<file path="src/hw/scr_defines.svh">
`ifndef SCR_DEFINES_SVH
`define SCR_DEFINES_SVH

// Access spaces of the shared access port
`define SCR_SP_CFG 2'h0
`define SCR_SP_IO 2'h1
`define SCR_SP_MEM 2'h2

// Configuration space
`define SCR_CTRL_OFF 8'h93
`define SCR_DEVICE_CONTROL_RST 8'h60
`define SCR_DEVICE_CONTROL_FIXED 8'h60
`define SCR_DEVICE_CONTROL_MODE_MSB 2
`define SCR_DEVICE_CONTROL_MODE_LSB 1
`define SCR_FIFOCTL_RST 8'h00
`define SCR_FIFOCTL_MASK 8'h0F
`define SCR_FUNC_DEVICE_CONTROL 1'h0
`define SCR_FUNC_FIFOCTL 1'h1

// Interrupt mode codes and card control enable position
`define SCR_IRQ_MODE_NONE 2'h0
`define SCR_IRQ_MODE_ISA 2'h1
`define SCR_CARD_IEN_BIT 5

// Legacy index/data port offsets
`define SCR_IO_INDEX_OFF 2'h0
`define SCR_IO_DATA_OFF 2'h1

// Memory window: card index n sits at 800h + n
`define SCR_MEM_WIN_HI 4'h8
`define SCR_CARD_LAST_IDX 8'h37
`define SCR_CARD_NREG 56

// Card register indices and values
`define SCR_ID_IDX 8'h00
`define SCR_INTERFACE_STATUS_IDX 8'h01
`define SCR_ID_TYPE 2'h2
`define SCR_ID_RST 8'h80

`endif

</file>
<file path="src/hw/scr_pkg.sv">
`default_nettype none
`include "scr_defines.svh"

package scr_pkg;

  // One register access on the shared access port
  typedef struct packed {
    logic rd;
    logic wr;
    logic [1:0] space;
    logic func;
    logic [31:0] addr;
    logic [7:0] wdata;
  } scr_acc_s;

  // Single-transfer limits per FIFO direction
  typedef struct packed {
    logic cb_read;
    logic cb_write;
    logic pci_read;
    logic pci_write;
  } scr_fifo_lim_s;

  // Reserved slots and indices past the map hold no register
  // Each group fills from its lowest index, so the spare slots sit at the top of a group
  function automatic logic scr_idx_valid(input logic [7:0] idx);
    logic res;
    res = (idx == 8'h17) || (idx == 8'h1F) || (idx == 8'h26) || (idx == 8'h27) ||
          (idx == 8'h2E) || (idx == 8'h2F) || (idx == 8'h36) || (idx == 8'h37);
    return !res && (idx <= `SCR_CARD_LAST_IDX);
  endfunction : scr_idx_valid

endpackage : scr_pkg

`default_nettype wire

</file>
<file path="src/hw/scr_card_regs.sv">
`default_nettype none
`include "scr_defines.svh"

module scr_card_regs
  import scr_pkg::*;
#(
  parameter logic [3:0] SILICON_REV = 4'h1 // Arbitrary value
) (
  // Clock and reset
  input wire logic ref_clk_i,
  input wire logic resetn_i,
  // Byte access by index
  input wire logic wr_i,
  input wire logic [7:0] idx_i,
  input wire logic [7:0] wdata_i,
  output logic [7:0] rdata_o,
  // Live socket interface state
  input wire logic [7:0] interface_status_i
);

  logic [7:0] regs_reg [`SCR_CARD_NREG];
  logic [7:0] id_byte;
  logic idx_ok;
  logic wr_ok;

  // Fixed type code, undescribed bits zero, revision in the low nibble
  assign id_byte = {`SCR_ID_TYPE, 2'h0, SILICON_REV};
  assign idx_ok = scr_idx_valid(idx_i);
  // Identification and interface status are read-only
  assign wr_ok = wr_i && idx_ok && (idx_i != `SCR_ID_IDX) && (idx_i != `SCR_INTERFACE_STATUS_IDX);

  // Read mux; reserved slots read zero
  assign rdata_o = !idx_ok ? 8'h00 :
                   (idx_i == `SCR_ID_IDX) ? id_byte :
                   (idx_i == `SCR_INTERFACE_STATUS_IDX) ? interface_status_i :
                   regs_reg[idx_i[5:0]];

  // Plain read/write storage for the other card registers
  always_ff @(posedge ref_clk_i or negedge resetn_i) begin
    if (!resetn_i) begin
      for (int i = 0; i < `SCR_CARD_NREG; i++) begin
        regs_reg[i] <= 8'h00;
      end
    end else if (wr_ok) begin
      regs_reg[idx_i[5:0]] <= wdata_i;
    end
  end

endmodule : scr_card_regs

`default_nettype wire

</file>
<file path="src/hw/scr_socket_config_regs.sv">
`default_nettype none
`include "scr_defines.svh"

module scr_socket_config_regs
  import scr_pkg::*;
#(
  parameter logic [3:0] SILICON_REV = 4'h1 // Arbitrary value
) (
  // Clock and reset
  input wire logic ref_clk_i,
  input wire logic resetn_i,
  // Register access port
  input wire scr_acc_s acc_i,
  output logic [7:0] rdata_o,
  output logic rvalid_o,
  output logic wack_o,
  output logic io_err_o,
  // Window bases set elsewhere in configuration space
  input wire logic [31:0] legacy_index_port_base_i,
  input wire logic [31:0] socket_status_mem_base_i,
  // Card control byte and socket state
  input wire logic [7:0] card_control_i,
  input wire logic [7:0] interface_status_i,
  // Interrupt request from the card and delivered interrupts
  input wire logic card_irq_req_i,
  output logic isa_irq_o,
  output logic pci_int_o,
  // Transfer request classification from the datapath
  input wire logic [1:0] xfer_dir_i,
  input wire logic xfer_cfg_io_i,
  output logic xfer_single_o,
  // Programmed limits and mode
  output scr_fifo_lim_s fifo_lim_o,
  output logic [1:0] irq_mode_o
);

  // Reset images, split by field so no reset assignment truncates
  localparam logic [7:0] DEVICE_CONTROL_RST = `SCR_DEVICE_CONTROL_RST;
  localparam logic [7:0] FIFOCTL_RST = `SCR_FIFOCTL_RST & `SCR_FIFOCTL_MASK;

  // Control state
  logic [1:0] irq_mode_reg;
  logic [1:0] irq_mode_next;
  logic [3:0] fifo_ctl_reg;
  logic [3:0] fifo_ctl_next;
  logic [7:0] index_reg;
  logic [7:0] index_next;

  // Answer state
  logic [7:0] rdata_reg;
  logic [7:0] rdata_next;
  logic rvalid_reg;
  logic wack_reg;
  logic io_err_reg;
  logic isa_irq_reg;
  logic pci_int_reg;
  logic xfer_single_reg;

  // Decode wires
  logic acc_any;
  logic sp_cfg;
  logic sp_io;
  logic sp_mem;
  logic cfg_hit;
  logic device_control_hit;
  logic fifoctl_hit;
  logic io_win;
  logic io_index_hit;
  logic io_data_hit;
  logic io_bad;
  logic mem_win;
  logic mem_hit;
  logic card_sel;
  logic card_wr;
  logic [7:0] card_idx;
  logic [7:0] card_rdata;
  logic [7:0] device_control_rd;
  logic [7:0] fifoctl_rd;
  logic int_en;
  logic mode_isa;
  logic lim_sel;

  // Space selection
  assign acc_any = acc_i.rd || acc_i.wr;
  assign sp_cfg = acc_any && (acc_i.space == `SCR_SP_CFG);
  assign sp_io = acc_any && (acc_i.space == `SCR_SP_IO);
  assign sp_mem = acc_any && (acc_i.space == `SCR_SP_MEM);

  // Both control bytes share one offset; the function number picks one
  assign cfg_hit = sp_cfg && (acc_i.addr[7:0] == `SCR_CTRL_OFF);
  assign device_control_hit = cfg_hit && (acc_i.func == `SCR_FUNC_DEVICE_CONTROL);
  assign fifoctl_hit = cfg_hit && (acc_i.func == `SCR_FUNC_FIFOCTL);

  // Legacy port pair occupies one double word at the base
  assign io_win = sp_io && (acc_i.addr[31:2] == legacy_index_port_base_i[31:2]);
  assign io_index_hit = io_win && (acc_i.addr[1:0] == `SCR_IO_INDEX_OFF);
  assign io_data_hit = io_win && (acc_i.addr[1:0] == `SCR_IO_DATA_OFF);
  assign io_bad = io_win && !io_index_hit && !io_data_hit;

  // Memory window: the 256 bytes at 800h of the 4 KB page named by the base
  assign mem_win = sp_mem && (acc_i.addr[31:12] == socket_status_mem_base_i[31:12]) &&
                   (acc_i.addr[11:8] == `SCR_MEM_WIN_HI);
  assign mem_hit = mem_win && scr_idx_valid(acc_i.addr[7:0]);

  // Card register selection, index from port or window offset
  assign card_idx = io_data_hit ? index_reg : acc_i.addr[7:0];
  assign card_sel = io_data_hit || mem_hit;
  assign card_wr = card_sel && acc_i.wr;

  // Read images of the two control bytes
  assign device_control_rd = `SCR_DEVICE_CONTROL_FIXED | {5'h00, irq_mode_reg, 1'b0};
  assign fifoctl_rd = {4'h0, fifo_ctl_reg};

  // Next values of the writable fields
  assign irq_mode_next = (device_control_hit && acc_i.wr) ?
    acc_i.wdata[`SCR_DEVICE_CONTROL_MODE_MSB:`SCR_DEVICE_CONTROL_MODE_LSB] : irq_mode_reg;
  assign fifo_ctl_next = (fifoctl_hit && acc_i.wr) ?
    acc_i.wdata[3:0] : fifo_ctl_reg;
  assign index_next = (io_index_hit && acc_i.wr) ? acc_i.wdata : index_reg;

  // Read answer; unmapped addresses read zero
  assign rdata_next = device_control_hit ? device_control_rd :
                      fifoctl_hit ? fifoctl_rd :
                      io_index_hit ? index_reg :
                      card_sel ? card_rdata :
                      8'h00;

  // Control registers, written only on a hit
  always_ff @(posedge ref_clk_i or negedge resetn_i) begin
    if (!resetn_i) begin
      irq_mode_reg <= DEVICE_CONTROL_RST[`SCR_DEVICE_CONTROL_MODE_MSB:`SCR_DEVICE_CONTROL_MODE_LSB];
      fifo_ctl_reg <= FIFOCTL_RST[3:0];
      index_reg <= 8'h00;
    end else begin
      irq_mode_reg <= irq_mode_next;
      fifo_ctl_reg <= fifo_ctl_next;
      index_reg <= index_next;
    end
  end

  // Access answers, one cycle after the request
  always_ff @(posedge ref_clk_i or negedge resetn_i) begin
    if (!resetn_i) begin
      rdata_reg <= 8'h00;
      rvalid_reg <= 1'b0;
      wack_reg <= 1'b0;
      io_err_reg <= 1'b0;
    end else begin
      rdata_reg <= acc_i.rd ? rdata_next : rdata_reg;
      rvalid_reg <= acc_i.rd;
      wack_reg <= acc_i.wr;
      io_err_reg <= io_bad;
    end
  end

  // Interrupt gating: card control bit 5 is the master switch
  assign int_en = card_control_i[`SCR_CARD_IEN_BIT];
  // Reserved mode codes behave like no interrupts
  assign mode_isa = int_en && (irq_mode_reg == `SCR_IRQ_MODE_ISA);

  // Registered so the interrupt pins never glitch on a mode write
  always_ff @(posedge ref_clk_i or negedge resetn_i) begin
    if (!resetn_i) begin
      isa_irq_reg <= 1'b0;
      pci_int_reg <= 1'b0;
    end else begin
      isa_irq_reg <= mode_isa && card_irq_req_i;
      pci_int_reg <= mode_isa && card_irq_req_i;
    end
  end

  // Per-direction limit for the current transfer request
  always_comb begin
    case (xfer_dir_i)
      2'h0: lim_sel = fifo_ctl_reg[0];
      2'h1: lim_sel = fifo_ctl_reg[1];
      2'h2: lim_sel = fifo_ctl_reg[2];
      2'h3: lim_sel = fifo_ctl_reg[3];
      default: lim_sel = 1'b0;
    endcase
  end

  // Command transfers always run at full depth
  always_ff @(posedge ref_clk_i or negedge resetn_i) begin
    if (!resetn_i) begin
      xfer_single_reg <= 1'b0;
    end else begin
      xfer_single_reg <= lim_sel && !xfer_cfg_io_i;
    end
  end

  // Card register set behind both windows
  scr_card_regs #(
    .SILICON_REV(SILICON_REV)
  ) u_card_regs (
    .ref_clk_i(ref_clk_i),
    .resetn_i(resetn_i),
    .wr_i(card_wr),
    .idx_i(card_idx),
    .wdata_i(acc_i.wdata),
    .rdata_o(card_rdata),
    .interface_status_i(interface_status_i)
  );

  // Outputs
  assign rdata_o = rdata_reg;
  assign rvalid_o = rvalid_reg;
  assign wack_o = wack_reg;
  assign io_err_o = io_err_reg;
  assign isa_irq_o = isa_irq_reg;
  assign pci_int_o = pci_int_reg;
  assign xfer_single_o = xfer_single_reg;
  assign irq_mode_o = irq_mode_reg;
  assign fifo_lim_o = {fifo_ctl_reg[3], fifo_ctl_reg[2],
                       fifo_ctl_reg[1], fifo_ctl_reg[0]};

endmodule : scr_socket_config_regs

`default_nettype wire

</file>
<file path="config.mk">
export PLATFORM = sky130hd
export DESIGN_NAME = scr_socket_config_regs
export DESIGN_NICKNAME = d
export VERILOG_FILES = /design/src/hw/scr_pkg.sv /design/src/hw/scr_card_regs.sv /design/src/hw/scr_socket_config_regs.sv
export VERILOG_INCLUDE_DIRS = /design/src /design/src/hw
export SDC_FILE = /design/constraint.sdc
export NUM_CORES = 1
export LEC_CHECK = 0
export ABC_AREA = 0
export CAP_MARGIN = 20
export CORE_ASPECT_RATIO = 1.4
export CORE_MARGIN = 2
export CORE_UTILIZATION = 30
export DETAILED_ROUTE_END_ITERATION = 8
export DONT_BUFFER_PORTS = 1
export SYNTH_ARGS = -nofsm -noshare
export SYNTH_HDL_FRONTEND = slang
export SYNTH_SLANG_ARGS = --single-unit
</file>
<file path="constraint.sdc">
create_clock -name ref_clk_i -period 2.9 [get_ports ref_clk_i]
set_input_delay 0.29 -clock ref_clk_i [delete_from_list [all_inputs] [get_ports ref_clk_i]]
set_output_delay 0.29 -clock ref_clk_i [all_outputs]
set_load 0.02 [all_outputs]
</file>
Word level (Yosys, flattened, before mapping) --
Index checks and enable logic that the tools add are counted.
Operators by class: reduce and logical (&&, ||, !) cells 53, bitwise logic cells 2, mux-type cells 15, eq/ne operators 29, $lt $le $gt $ge 4
Operators by type and width (count):
- 448-bit bitwise mux | 1
- 8-bit by 6-bit equality test with 1-bit output, second input constant | 12
- 8-bit two-way mux | 11
- 8-bit binary-select mux with 6-bit select | 1
- 8-bit demux with 6-bit select | 1
- 8-bit by 5-bit equality test with 1-bit output, second input constant | 4
- 30-bit equality test | 1
- 1-bit logical AND | 27
- 20-bit equality test | 1
- 8-bit by 6-bit <= comparator with 1-bit output, second input constant | 2
- 1-bit logical OR | 16
- 2-bit by 1-bit equality test with 1-bit output, second input constant | 4
- 8-bit by 1-bit equality test with 1-bit output, second input constant | 1
- 8-bit equality test, second input constant | 1
- 8-bit zero test | 1
- 8-bit by 1-bit inequality test with 1-bit output, second input constant | 1
- 8-bit nonzero test | 1
- 7-bit greater-or-equal comparator, second input constant | 1
- 7-bit by 1-bit < comparator with 1-bit output, second input constant | 1
- 6-bit NOT with 7-bit output | 1
- 2-bit equality test, second input constant | 3
- 2-bit zero test | 3
- 1-bit zero test | 5
- 4-bit equality test, second input constant | 1
- other kinds (2) | 2
Word-level totals: flip-flop bits (word level) 475, output and inout bits 20

Logic depth before layout (Yosys ltp) --
depth after elaboration 20, depth in mapped cells 16, gate-level depth less buffers 10

Cells and area by module --
A second synthesis with hierarchy kept.
Second synthesis, totals: cell total of the unflattened synthesis 1645, area, all modules 22440.3 sq um
Modules (own cells, without submodules):
- scr_card_regs | times used 1, cells each 1419, area each 20348.3 sq um, seq. area each 11210.8 sq um
- scr_socket_config_regs | times used 1, cells each 226, area each 2092.0 sq um, seq. area each 675.6 sq um

Least setup slack after synthesis --
OpenSTA, ideal clock, no wires.
kind input port to flip-flop, start input port legacy_index_port_base_i[14], end register u_card_regs.regs_reg[252] in the netlist's numbering, arrival time 3.777 ns, stages 12, slack -1.002 ns, data required time 2.775 ns, path through xor2_1 or4b_1 clkbuf_2 or3_4 nor4_4 mux2_4 a21oi_2 o211ai_4 or2_2 buf_12 nor2_8 mux2_2
Between the ends: cells in the longest elaborated chain, start to end 17, elaborated cells between the ends (all ways) 36
RTL lines:
- start: declaration | RTL line scr_socket_config_regs.sv:19 | input wire logic [31:0] legacy_index_port_base_i,
- 30-bit equality test * | RTL line scr_socket_config_regs.sv:95 | assign io_win = sp_io && (acc_i.addr[31:2] == legacy_index_port_base_i[31:2]);
- 1-bit logical AND * | RTL line scr_socket_config_regs.sv:95
- 1-bit logical AND * | RTL line scr_socket_config_regs.sv:97 | assign io_data_hit = io_win && (acc_i.addr[1:0] == `SCR_IO_DATA_OFF);
- branches (longest 14 deep; another with 7-bit greater-or-equal comparator)
- end signal: indexed assignment | RTL line scr_card_regs.sv:45 | regs_reg[idx_i[5:0]] <= wdata_i;
- end: declaration | RTL line scr_card_regs.sv:21 | logic [7:0] regs_reg [`SCR_CARD_NREG];
Every way passes the cells marked *. A chain may end at the register's enable or synchronous reset.

Final worst setup path --
start input port acc_i[36] in the netlist's numbering, end register u_card_regs.regs_reg[239] in the netlist's numbering
Between the ends: cells in the longest elaborated chain, start to end 17, elaborated cells between the ends (all ways) 40
RTL lines:
- start: declaration | RTL line scr_socket_config_regs.sv:13 | input wire scr_acc_s acc_i,
- branches (longest 17 deep; another with 7-bit greater-or-equal comparator)
Parallel ways; which one is timed is not known.

==> results.txt <==
status -> finished with violations
violated checks -> hold timing, setup timing
Sink Count -> 475
reg-to-reg endpoint -> rdata_o[0]
Synth Register Bits -> 475
post-synth cell types -> 80
dpl hpwl -> 59.60 mm
Die Footprint -> 77220 µm²
GR Overflow Total -> 0
per-cell routed wire length -> 27.75 µm
Crit Path Class -> in2reg
VDD IR max -> 0.0004638 V
WHS -> -0.5473 ns
RR Startpoint -> index_reg[0]
worst-skew pair later-pin latency -> 0.59 ns
io pins -> 151
Die X -> 235.4 µm
Diodes inserted -> 0
first-pass GRT wire length -> 126.1 mm
placer's final routability congestion estimate -> 1.004
most frequent cell after synthesis -> dfrtp_1
pin count of the biggest net entering global routing -> 476
# port buffers -> 0
Mean Syn Cell Area -> 11.90 µm²
flop-to-flop setup slack -> -0.13 ns
Initial Util -> 30.35%
highest clock rate -> 0.3164 GHz
layout cells sized above 1 -> 46.53%
Worst-path clk slew -> 0.06 ns
Die H -> 328 µm
Seq/Total Area, Yosys -> 52.84%
final period utilization -> 109.0%
Via density -> 5.591
CTS H-Tree Depth -> 2
WL final -> 86.28 mm
share of synthesized flip-flops with an asynchronous set or reset -> 100.0%
Worst-Margin Slew -> 1.363 ns
Final Instance Area -> 29830 µm²
Synth area leader -> dfrtp_1
Layout fillers -> 6919
CP Data Arrival Time -> 3.63 ns
Gate Count Post-Synth -> 1890
Slew Limit Headroom -> 9.152%
Synthesized Nets -> 2021
type of origin of the critical path -> input port
via count -> 17382
first-pass iteration count of the detailed router -> 5
Crit. End Element -> register
R2R cell count -> 13
power density of the placed cells -> 482.7 nW/µm²
Synth Cell Area -> 22500 µm²
Yosys warnings -> 0
Layout area overhead -> 32.59%
maxcap violations -> 0
Total GRT Usage -> 21.93%
setup_tns -> -42.89 ns
clk buf depth -> 3
final hold vios -> 475
Area contributors post-synth -> dfrtp_1 53%, mux2_2 19%, o22ai_1 3.2%
vias in the first global route -> 18415
final worst slack -> -0.2609 ns
final cell count without fillers -> 3109
core outline area -> 74120 µm²
worst min path class -> in2async
Final Skew -> 0.02536 ns
initial DRC count -> 1596
Max Slew Vio Count -> 0
Routed Antenna Nets -> 0
LEAKAGE -> 14.37 nW
final setup violating endpoints -> 319
crit path time final -> 3.161 ns
CTS Buf Count -> 45
RSZ-0062 raised after global routing -> yes
DRC Markers -> 0
Hold-fix buffers, CTS -> 19
Worst setup startpoint -> acc_i[36]
Post-synth EDFFs -> 0
Main synth FF type -> dfrtp_1
Required @ worst endpoint -> 3.37 ns
CP Max Fanout -> 8
placed cell area -> 25590 µm²
critical path endpoint -> u_card_regs.regs_reg[239]
# rows -> 118
dpl cells -> 2969
initial antenna violation count -> 1
Yosys top cell area share -> 52.84%
commonest cells in the netlist -> 475 x dfrtp_1, 389 x mux2_2, 172 x clkbuf_1
CTS tree -> yes
Largest register FFs -> 448
final net count -> 2245
clk root buf -> clkbuf_16
[how the worst min path moves through the flow]
| stage | cells past startpoint | from | to | slack, ns |
|---|---|---|---|---|
| after floorplan | 0 | resetn_i | fifo_lim_o[0] | -0.006 |
| after global placement | 0 | resetn_i | u_card_regs.regs_reg[197] | 0.04 |
| after detailed placement | 0 | resetn_i | u_card_regs.regs_reg[197] | 0.04 |
| after CTS | 0 | resetn_i | u_card_regs.regs_reg[197] | -0.57 |
| after global routing | 0 | resetn_i | u_card_regs.regs_reg[197] | -0.56 |
| final | 0 | resetn_i | u_card_regs.regs_reg[197] | -0.55 |
[layout make-up]
| type | instances | area [µm²] | share of cell area (%) |
|---|---|---|---|
| inverters | 15 | 56.30 | 0.1888 |
| multi-input cells | 1208 | 11470 | 38.45 |
| flip-flops and latches | 475 | 11890 | 39.86 |
| clock buffers | 59 | 1291 | 4.329 |
| well taps | 960 | 1201 | 4.027 |
| clock inverters | 23 | 309.0 | 1.036 |
| repair buffers | 369 | 3613 | 12.12 |
[cells in the final DEF (no fill, tap or decap), types with 12 or more instances in the layout]
| cell type | count |
|---|---|
| o22ai_1 | 111 |
| o21ai_0 | 16 |
| a21oi_1 | 51 |
| buf_6 | 50 |
| nor4_1 | 12 |
| mux2i_1 | 45 |
| xor2_1 | 27 |
| nor3_1 | 35 |
| nand3_1 | 12 |
| clkbuf_16 | 47 |
| nor2_1 | 105 |
| buf_4 | 259 |
| mux2_2 | 242 |
| nand4_1 | 17 |
| dfrtp_1 | 474 |
| mux2_4 | 157 |
| buf_12 | 32 |
| inv_1 | 14 |
| nand2_1 | 49 |
| o22a_1 | 12 |
| nand2_8 | 15 |
[stage by stage]
stage	setup slack [ns]	power, W	utilization, %	hold WS (ns)
2_1_floorplan	-0.7393	0.007264	-	-0.005591
6_report	-0.2609	0.01440	40.24	-0.5473
3_3_place_gp	-1.279	0.007715	34.52	0.03945
5_1_grt	-0.3231	0.01474	40.24	-0.5593
4_1_cts	-0.2455	0.01438	39.29	-0.5675
3_5_place_dp	-1.260	0.007709	34.52	0.03901
[cell families (layout without fill, tap and decap cells)]
logic type / after synthesis / in the layout / synth area share (%)
buffers and inverters: 207 / 466 / 3.587
AOI/OAI and AO/OA: 336 / 336 / 10.33
muxes: 449 / 449 / 22.34
and+or+nand+nor: 373 / 373 / 8.949
DFF: 475 / 475 / 52.84
xor gates and xnor gates: 50 / 50 / 1.947
[critical path: stages]
cell and delay [ns]:
xnor2_4 0.22, nand4_1 0.20, or4_4 0.58, nor4_4 0.24, buf_6 0.16, buf_6 0.11
mux2_4 0.36, a21oi_4 0.20, o211ai_4 0.14, buf_6 0.16, or2_4 0.26, buf_12 0.15
nor2_8 0.22, mux2_4 0.33
[power by group]
group          switching (W)  internal, W
combinational       0.000736     0.000536
sequential         0.0000169      0.00663
clock                0.00270      0.00377
[repair_timing]
action,CTS,global route
buffers inserted,25,22
pin swaps,47,65
setup endpoints to repair,376,376
resized for setup,308,125
cloned,0,0
endpoints found under the hold margin,868,475
[per-layer routing]
metal,vias to the layer above,GRT usage (%),share of wire [%]
met1,8955,24.53,37
met3,292,3.563,5.9
met4,2,17.77,8.7
li1,7372,-,-
met2,761,37.10,48
met5,-,0,0.015
Power figures use the tool's default switching activity.
